[config.mk]
export PLATFORM = sky130hd
export DESIGN_NAME = ftr_flash_timing
export DESIGN_NICKNAME = d
export VERILOG_FILES = /design/src/design/ftr_pkg.sv /design/src/design/ftr_flash_timing.sv
export SDC_FILE = /design/constraint.sdc
export NUM_CORES = 1
export LEC_CHECK = 0
export BUFFER_PORTS_ARGS = -buffer_cell sky130_fd_sc_hd__buf_2
export CORE_MARGIN = 2
export CORE_UTILIZATION = 59
export CTS_CLUSTER_SIZE = 25
export DETAILED_ROUTE_END_ITERATION = 12
export PLACE_DENSITY = 0.92
export SLEW_MARGIN = 20
export SYNTH_ARGS = -nofsm -noshare
export SYNTH_HDL_FRONTEND = slang
export SYNTH_SLANG_ARGS = --single-unit
[constraint.sdc]
create_clock -name core_clk -period 3.2 [get_ports core_clk]
set_input_delay 0.48 -clock core_clk [delete_from_list [all_inputs] [get_ports core_clk]]
set_output_delay 0.48 -clock core_clk [all_outputs]
set_load 0.005 [all_outputs]
[src/design/ftr_pkg.sv]
/*
  Constants for the flash timing reload and auto-read register group:
  register indices, reset values, field positions and phase multipliers.
  Assumes a single core clock and a simple indexed register port.
*/
package ftr_pkg;
  localparam int IDX_W = 4;
  localparam logic [IDX_W-1:0] IDX_PRESCALE = 4'h0;
  localparam logic [IDX_W-1:0] IDX_PROG = 4'h1;
  localparam logic [IDX_W-1:0] IDX_MERASE = 4'h2;
  localparam logic [IDX_W-1:0] IDX_END = 4'h3;
  localparam logic [IDX_W-1:0] IDX_MEND = 4'h4;
  localparam logic [IDX_W-1:0] IDX_RCV = 4'h5;
  localparam logic [IDX_W-1:0] IDX_FUNC = 4'h6;
  localparam logic [IDX_W-1:0] IDX_FUNC_MIRROR = 4'h7;
  localparam logic [IDX_W-1:0] IDX_PROT = 4'h8;
  localparam logic [IDX_W-1:0] IDX_PROT_MIRROR = 4'h9;
  localparam logic [IDX_W-1:0] IDX_CSTART = 4'ha;
  localparam logic [IDX_W-1:0] IDX_CSTART_MIRROR = 4'hb;

  localparam logic [4:0] RST_PRESCALE = 5'h04;
  localparam logic [7:0] RST_PROG = 8'h16;
  localparam logic [7:0] RST_MERASE = 8'hea;
  localparam logic [7:0] RST_END = 8'h18;
  localparam logic [7:0] RST_MEND = 8'h3c;
  localparam logic [7:0] RST_RCV = 8'h04;

  localparam int CNT_W = 20;
  localparam logic [CNT_W-1:0] MUL_MERASE = 20'h01000;
  localparam logic [CNT_W-1:0] MUL_EIGHT = 20'h00008;
  localparam logic [CNT_W-1:0] MUL_ONE = 20'h00001;

  localparam int USB_EN_BIT = 0;
  localparam int BOOT_LSB = 0;
  localparam int BOOT_W = 4;
  localparam int CSTART_MID_LSB = 11;
  localparam int CSTART_LOW_W = 11;

  typedef enum logic [2:0] {
    FTR_IDLE = 3'h0,
    FTR_PULSE = 3'h1,
    FTR_MEND = 3'h3,
    FTR_ENDD = 3'h2,
    FTR_RCV = 3'h6
  } ftr_phase_e;
endpackage : ftr_pkg

[src/design/ftr_flash_timing.sv]
/*
  Flash program/erase timing sequencer with its reload registers and the
  three reset-loaded auto-read registers.
  Assumes the register port, operation requests and USB status all come from
  logic on core_clk, and the information words are stable during reset.
*/
// What this block does
// - Module erase pulse lasts 4096 x (count+1) ticks
// - Module erase reload resets to EAh
// - End delay lasts (count+1) ticks
// - End delay reload resets to 18h
// - Module erase end delay 8 x (count+1) ticks
// - Module erase end reload resets to 3Ch
// - Recovery gap lasts (count+1) ticks
// - Recovery reload resets to 04h
// - Timing reloads are 8-bit read/write registers
// - Function word captured at reset, mirror identical
// - Transceiver enable clear forces low power
// - Protection word captured at reset, read-only
// - Code start displacement loaded in reset, read-only
// - Code start bits 14:11 are inverted boot field
// - Code start bits 10:0 read zero
// - Code start bit 15 reads zero
// - Prescaler divides clock by divisor+1
// - Program pulse lasts 8 x (count+1) ticks
`timescale 1ns/1ps
module ftr_flash_timing #(
  parameter int DATA_W = 16
) (
  input wire logic core_clk,
  input wire logic rstn,
  input wire logic [ftr_pkg::IDX_W-1:0] reg_idx,
  input wire logic reg_wr,
  input wire logic reg_rd,
  input wire logic [7:0] reg_wdata,
  output logic [DATA_W-1:0] reg_rdata,
  input wire logic [DATA_W-1:0] info_function_word,
  input wire logic [DATA_W-1:0] info_protection_word,
  input wire logic start_program,
  input wire logic start_module_erase,
  input wire logic usb_ctrl_low_power,
  output logic flash_busy_flag,
  output logic program_pulse,
  output logic module_erase_pulse,
  output logic usb_xcvr_low_power,
  output logic [DATA_W-1:0] code_start_displacement
);
  typedef struct packed {
    ftr_pkg::ftr_phase_e phase;
    logic erase_op;
    logic [4:0] prescale_divisor;
    logic [4:0] pre_cnt;
    logic [7:0] program_pulse_count;
    logic [7:0] module_erase_count;
    logic [7:0] end_delay_count;
    logic [7:0] module_erase_end_count;
    logic [7:0] recovery_count;
    logic [ftr_pkg::CNT_W-1:0] phase_cnt;
    logic [DATA_W-1:0] function_word_copy;
    logic [DATA_W-1:0] protection_word_copy;
    logic [DATA_W-1:0] rdata;
  } ftr_state_s;

  ftr_state_s st;
  ftr_state_s next_st;
  logic tick;
  logic phase_done;
  logic busy;
  logic [DATA_W-1:0] cstart;

  // Phase length minus one, so terminal count is zero
  function automatic logic [ftr_pkg::CNT_W-1:0] ftr_len(
    input logic [ftr_pkg::CNT_W-1:0] mul,
    input logic [7:0] field
  );
    logic [ftr_pkg::CNT_W-1:0] prod;
    prod = ftr_pkg::CNT_W'(mul * ({12'h000, field} + 20'h00001));
    return prod - 20'h00001;
  endfunction : ftr_len

  assign busy = (st.phase != ftr_pkg::FTR_IDLE);
  // Compare with >= so lowering the divisor mid-count cannot skip a tick
  assign tick = (st.pre_cnt >= st.prescale_divisor);
  assign phase_done = tick && (st.phase_cnt == '0);

  always_comb begin
    cstart = '0;
    cstart[ftr_pkg::CSTART_MID_LSB +: ftr_pkg::BOOT_W] =
      ~st.protection_word_copy[ftr_pkg::BOOT_LSB +: ftr_pkg::BOOT_W];
  end

  always_comb begin
    next_st = st;
    next_st.pre_cnt = tick ? 5'h00 : st.pre_cnt + 5'h01;
    if (tick && busy) begin
      next_st.phase_cnt = st.phase_cnt - 20'h00001;
    end
    case (st.phase)
      ftr_pkg::FTR_IDLE: begin
        if (start_module_erase) begin
          next_st.phase = ftr_pkg::FTR_PULSE;
          next_st.erase_op = 1'b1;
          next_st.phase_cnt = ftr_len(ftr_pkg::MUL_MERASE, st.module_erase_count);
        end else if (start_program) begin
          next_st.phase = ftr_pkg::FTR_PULSE;
          next_st.erase_op = 1'b0;
          next_st.phase_cnt = ftr_len(ftr_pkg::MUL_EIGHT, st.program_pulse_count);
        end
      end
      ftr_pkg::FTR_PULSE: begin
        if (phase_done && st.erase_op) begin
          next_st.phase = ftr_pkg::FTR_MEND;
          next_st.phase_cnt = ftr_len(ftr_pkg::MUL_EIGHT, st.module_erase_end_count);
        end else if (phase_done) begin
          next_st.phase = ftr_pkg::FTR_ENDD;
          next_st.phase_cnt = ftr_len(ftr_pkg::MUL_ONE, st.end_delay_count);
        end
      end
      ftr_pkg::FTR_MEND: begin
        if (phase_done) begin
          next_st.phase = ftr_pkg::FTR_ENDD;
          next_st.phase_cnt = ftr_len(ftr_pkg::MUL_ONE, st.end_delay_count);
        end
      end
      ftr_pkg::FTR_ENDD: begin
        if (phase_done) begin
          next_st.phase = ftr_pkg::FTR_RCV;
          next_st.phase_cnt = ftr_len(ftr_pkg::MUL_ONE, st.recovery_count);
        end
      end
      ftr_pkg::FTR_RCV: begin
        if (phase_done) begin
          next_st.phase = ftr_pkg::FTR_IDLE;
        end
      end
      default: begin
        next_st.phase = ftr_pkg::FTR_IDLE;
      end
    endcase
    // Writes while busy are dropped so a running phase keeps its timing
    if (reg_wr && !busy) begin
      case (reg_idx)
        ftr_pkg::IDX_PRESCALE: next_st.prescale_divisor = reg_wdata[4:0];
        ftr_pkg::IDX_PROG: next_st.program_pulse_count = reg_wdata;
        ftr_pkg::IDX_MERASE: next_st.module_erase_count = reg_wdata;
        ftr_pkg::IDX_END: next_st.end_delay_count = reg_wdata;
        ftr_pkg::IDX_MEND: next_st.module_erase_end_count = reg_wdata;
        ftr_pkg::IDX_RCV: next_st.recovery_count = reg_wdata;
        default: begin
        end
      endcase
    end
    if (reg_rd) begin
      case (reg_idx)
        ftr_pkg::IDX_PRESCALE: next_st.rdata = DATA_W'(st.prescale_divisor);
        ftr_pkg::IDX_PROG: next_st.rdata = DATA_W'(st.program_pulse_count);
        ftr_pkg::IDX_MERASE: next_st.rdata = DATA_W'(st.module_erase_count);
        ftr_pkg::IDX_END: next_st.rdata = DATA_W'(st.end_delay_count);
        ftr_pkg::IDX_MEND: next_st.rdata = DATA_W'(st.module_erase_end_count);
        ftr_pkg::IDX_RCV: next_st.rdata = DATA_W'(st.recovery_count);
        ftr_pkg::IDX_FUNC,
        ftr_pkg::IDX_FUNC_MIRROR: next_st.rdata = st.function_word_copy;
        ftr_pkg::IDX_PROT,
        ftr_pkg::IDX_PROT_MIRROR: next_st.rdata = st.protection_word_copy;
        ftr_pkg::IDX_CSTART,
        ftr_pkg::IDX_CSTART_MIRROR: next_st.rdata = cstart;
        default: next_st.rdata = '0;
      endcase
    end
  end

  always_ff @(posedge core_clk) begin
    if (!rstn) begin
      st.phase <= ftr_pkg::FTR_IDLE;
      st.erase_op <= 1'b0;
      st.prescale_divisor <= ftr_pkg::RST_PRESCALE;
      st.pre_cnt <= 5'h00;
      st.program_pulse_count <= ftr_pkg::RST_PROG;
      st.module_erase_count <= ftr_pkg::RST_MERASE;
      st.end_delay_count <= ftr_pkg::RST_END;
      st.module_erase_end_count <= ftr_pkg::RST_MEND;
      st.recovery_count <= ftr_pkg::RST_RCV;
      st.phase_cnt <= '0;
      // Synchronous reset, so the info words are sampled while rstn is low
      st.function_word_copy <= info_function_word;
      st.protection_word_copy <= info_protection_word;
      st.rdata <= '0;
    end else begin
      st <= next_st;
    end
  end

  assign reg_rdata = st.rdata;
  assign flash_busy_flag = busy;
  assign program_pulse = (st.phase == ftr_pkg::FTR_PULSE) && !st.erase_op;
  assign module_erase_pulse = (st.phase == ftr_pkg::FTR_PULSE) && st.erase_op;
  assign usb_xcvr_low_power =
    !st.function_word_copy[ftr_pkg::USB_EN_BIT] || usb_ctrl_low_power;
  assign code_start_displacement = cstart;
endmodule : ftr_flash_timing

After elaboration in Yosys (flattened, before gate mapping) --
Cells that the tools add are included. W data, S select, Z words.
Storage, ports and cells: register bits after elaboration 122, input port bits 51, output and inout port bits 36, logic and storage cells 88
Operators by class: $add $sub $neg 12, magnitude comparators 1, equal/unequal tests 18, multiplexer cells 15, bitwise operators 2, reductions and logical operators 27
Operators with widths (count):
- $pmux W16 S9 | 1
- $mux W20 | 6
- $pmux W20 S4 | 1
- $sub A20 B1 Y20 const B | 2
- $add A8 B1 Y9 const B | 4
- $sub A12 B1 Y13 const B | 2
- $logic_not A20 Y1 | 1
- $sub A9 B1 Y10 const B | 2
- $eq A4 B3 Y1 const B | 4
- $eq A4 B4 Y1 const B | 4
- $pmux W3 S5 | 1
- $reduce_and A2 Y1 | 7
- $mux W3 | 4
- $add A8 B1 Y8 const B | 1
- $eq A4 B2 Y1 const B | 2
- $mux W4 | 2
- $reduce_or A2 Y1 | 4
- $eq A3 B2 Y1 const B | 2
- $logic_and A1 B1 Y1 | 6
- $add A5 B1 Y5 const B | 1
- $ge A5 B5 Y1 | 1
- $eq A4 B1 Y1 const B | 1
- $logic_not A4 Y1 | 1
- $ne A2 B2 Y1 const B | 2
- 11 further kinds | 13

Logic depth before layout (Yosys ltp) --
depth after elaboration 6, mapped depth 10, mapped depth without buffers 9

Worst setup path before layout --
OpenSTA, ideal clock, no wires.
path type input -> register, from in rstn, to reg st (netlist bit next_st[16]) (enable), setup time 409 ps, data arrival time 1966 ps, data required time 2791 ps, path slack 825 ps, cell stages on the path 3, path buffers 2, cells stage by stage inv_1 > clkbuf_1 > clkbuf_1
RTL lines:
- from (decl) | line ftr_flash_timing.sv:31 | input wire logic rstn,
- to (signal assigned) | line ftr_flash_timing.sv:189 | st <= next_st;
- to (decl) | line ftr_flash_timing.sv:64 | ftr_state_s st;
No word-level cell between the ends.

Worst setup path after layout --
from reg st[108] (netlist bit), to reg st[54] (netlist bit)
Between the ends: word-level cells in the longest chain between the ends 6, elaborated cells on any way between the ends 11, classes of those cells order compare (1); mux (7); reduce/logical (3)
RTL lines:
- $ge A5 B5 Y1 * | line ftr_flash_timing.sv:83 | assign tick = (st.pre_cnt >= st.prescale_divisor);
- $logic_and A1 B1 Y1 | line ftr_flash_timing.sv:95 | if (tick && busy) begin
- $mux W20 | line ftr_flash_timing.sv:95
- $mux W20, on equally long branches | line ftr_flash_timing.sv:114, ftr_flash_timing.sv:120, ftr_flash_timing.sv:104
- $mux W20, on equally long branches | line ftr_flash_timing.sv:111, ftr_flash_timing.sv:100
- $pmux W20 S4 * | line ftr_flash_timing.sv:98 | case (st.phase)
Every way passes the cells marked *; elsewhere a longest branch is shown, timed or not. A chain may end at the register's enable or synchronous reset.

==> summary.md <==
| Metric | Value |
|---|---|
| Post-synth EDFFs | 32 |
| Power Total | 4.07 mW |
| Antenna violations before repair | 0 |
| Slowest stage delay, CP | between 0.8 and 0.9 ns |
| ANT cells | 0 |
| Synth Cell Area | slightly above 7000 um2 |
| Crit path capture type | register |
| Dpl ws | 0.490 ns |
| Seq cells post-synth | between 100 and 150 |
| Hold_ws | around 0.22 ns |
| Ys async rst share | 0 |
| Post-synthesis cell count | roughly 850 |
| Maxcap violations | 0 |
| Detailed Route Iter0 Violations | around 750 |
| Die Height | around 110 um |
| Status | completed |
| Leak pwr | 3.13 nW |
| Crit Path Class | register to register |
| R2r setup slk | roughly 0.43 ns |
| Pwr dens | slightly above 500 nW/um2 |
| Gate power share | 0.117 |
| Area share of fa/ha/maj cells after synthesis | 0.0176 |
| Synth Area in Simple Gates | 0.233 |
| First-pass GRT wire length | 32500 um |
| Crit Path Max Fanout | 4 |
| Clock power share | 0.455 |
| Detailed placement HPWL | ~15000 um |
| Pin count of the biggest net entering global routing | 45 |
| # hold bufs at CTS | 0 |
| Relative slew slack | 0.305 |
| Switching Share | 0.264 |
| Post-route cell area | 7870 um2 |
| # rows | 40 |
| Core area | 11900 um2 |
| Critical Path Slowest Stage Cell | a221oi_1 |
| Initial DRT Pass Iterations | 6 |
| Synth area leader | dfxtp_1 |
| Max Fclk | 361 MHz |
| Layout Area Growth over Synthesis | 10.7% |
| Int Pwr | between 2 and 3 mW |
| Hold Fails Final Rpt | 0 |
| CTS resizes | 0 |
| Hold WC Path Type | primary input to register |
| Critical path, cell by cell | inv_1, ha_1, nor2b_1, o21ai_1, a221oi_1, nor4b_4, a211oi_1, a211oi_1, o311ai_1 |
| Fillers | 964 |
| Critical path's most frequent cell | a211oi_1 |
| Die area | approximately 13000 um2 |
| Number of vias per cell | about 6.2 |
| Slew @ Worst Pin | 1.03 ns |
| Tmin final | 2.77 ns |
| Critical Path AT | around 3.1 ns |
| CTS root buffer | clkbuf_16 |
| Clock Tree Buf Depth | 2 |
| Flop pwr share | 0.428 |
| Final setup margin | 0.426 ns |
| Post-Route WL | about 20000 um |
| Top FF cell, synth | dfxtp_1 |
| Clk sink count | 122 |
| Number of global-route vias before repair | around 6300 |
| CTS tree | yes |
| Reg clk slew, reported paths | ~0.060 ns |
| Unrepaired setup endpoints after global routing | false |
| Layout cell share with drive strength beyond 1 | 0.153 |
| Synth warn | 0 |
| Mux cell area share after synthesis | 0.0422 |
| Worst Clk Skew | 0.0101 ns |
| Total track usage | 0.326 |
| Share of the synthesized area in compound gates (AO/OA/AOI/OAI) | 0.185 |
| NumNets Final | between 900 and 1000 |
| Initial Util | 0.597 |
| Setup violators final | 0 |
| DRC | 0 |
| Fin Setup TNS | 0 ns |
| Post-synth cell types | 80 |
| Number of port buffers | between 70 and 80 |
| Vias | between 6000 and 7000 |
| Post-synth top area share | 0.253 |
| DRT antenna net count | 0 |
| Peak supply drop | just over 400 uV |
| XOR/XNOR share of the synthesized area | 0.0567 |
| Post-DR wirelength/cell | a little under 20 um |
| Area after DPL | roughly 7300 um2 |
| Startpoint types | register |
| Worst Path Required | roughly 3.5 ns |
| Final Max Tran Viols | 0 |
| Die width | 114 um |
| Setup repair bufs after CTS | 0 |
| H-tree level count | 4 |
| GPL Wtd Cong | 1.01 |
| Worst-Skew Late Latency | about 0.43 ns |
| Ranking of synthesized cells by area | dfxtp_1 25%, edfxtp_1 14%, nand2_1 6.5% |
| Sequential area share after synthesis | 0.388 |
| CTS buffer count | 17 |
| GRT overflow | 0 |
| Final period util | 0.867 |
| Ports | 87 |
| Sw power | around 1.1 mW |
| Mapped Avg Cell Area | 8.39 um2 |
| Largest family of logic cells by synthesized area | simple AND/OR/NAND/NOR gates |
stage by stage:
stage | util | cells
finish | 0.661 | 1038
global route | 0.661 | 1038
CTS | 0.661 | 1038
detailed placement | 0.614 | 1006
global placement | 0.614 | 1006
floorplan | - | 859
critical path, delay by kind of cell (launching register included):
family / cells / cell delay, ns
simple gates: 2 / 0.25
flops: 1 / 0.38
compound gates: 5 / 1.68
fa+ha+maj: 1 / 0.29
buf+inv: 1 / 0.06
layout make-up:
| cell class | instances | area, um2 | share of cell area |
|---|---|---|---|
| clock buffer | 21 | 440 | 0.0560 |
| clock inverter | 11 | 121 | 0.0154 |
| inverter | 27 | 101 | 0.0129 |
| multi-input combinational | 630 | 3840 | 0.489 |
| sequential | 122 | 2760 | 0.351 |
| tap | 147 | 184 | 0.0234 |
| timing repair buffer | 80 | 415 | 0.0528 |
synth_stat cells (all sizes together) (17+ instances only):
cell    instances
inv            27
dfxtp          90
edfxtp         32
nand2         125
xor2           21
o21ai          33
xnor2          25
mux2i          21
nor3           17
buf            41
nand3          33
a22oi          20
nor2           82
clkbuf         39
a21oi          65
sequential cells by signal, indices dropped and copies added (netlist names):
signal and flops:
next_st 32, st 74, reg_rdata 16
power groups by stage:
| stage | Combinational, mW | Sequential [mW] | Clock (mW) |
|---|---|---|---|
| 4_1_cts | 0.468 | 1.74 | 1.85 |
| 3_5_place_dp | 0.464 | 1.77 | 0 |
| 3_3_place_gp | 0.457 | 1.77 | 0 |
| 6_report | 0.476 | 1.74 | 1.85 |
| 2_1_floorplan | 0.350 | 1.74 | 0 |
| 5_1_grt | 0.523 | 1.75 | 1.92 |
worst paths after layout:
check	to	startpoint	cells after the start
max	st[54]$_SDFF_PN0_	st[108]$_SDFF_PP0_	9
max reg2reg	st[54]$_SDFF_PN0_	st[108]$_SDFF_PP0_	9
min reg2reg	reg_rdata[4]$_SDFFE_PN0P_	reg_rdata[4]$_SDFFE_PN0P_	2
min	next_st[44]$_DFFE_PN_	info_function_word[12]	1
cells in the final DEF (no fill, tap or decap), types with 9 or more instances in the layout:
master / synthesis / layout
a21oi_1: 64 / 64
a22oi_1: 20 / 20
and2_1: 11 / 11
buf_2: 6 / 74
clkbuf_16: 0 / 17
conb_1: 1 / 12
dfxtp_1: 90 / 90
edfxtp_1: 32 / 32
ha_1: 10 / 10
inv_1: 26 / 25
mux2i_1: 21 / 21
nand2_1: 123 / 123
nand2b_1: 10 / 10
nand3_1: 32 / 32
nand4_1: 9 / 9
nor2_1: 81 / 81
nor3_1: 16 / 16
o21ai_0: 29 / 29
o31a_1: 11 / 11
xnor2_1: 25 / 25
xor2_1: 21 / 21
routing by layer:
metal	vias to the layer above	routed length [um]	GRT usage
met3	72	1660	0.0749
met1	2972	8250	0.406
met2	364	9540	0.532
li1	3031	-	-
met5	-	0	0
met4	0	932	0.167
logic make-up (layout without fill, tap and decap cells):
family | after synthesis | after routing
simple gates | 339 | 339
other cells | 1 | 12
xor+xnor | 46 | 46
compound gates | 194 | 194
mux | 29 | 29
fa+ha+maj | 10 | 10
flops | 122 | 122
buf+inv | 107 | 139
Power figures use the tool's default switching activity.
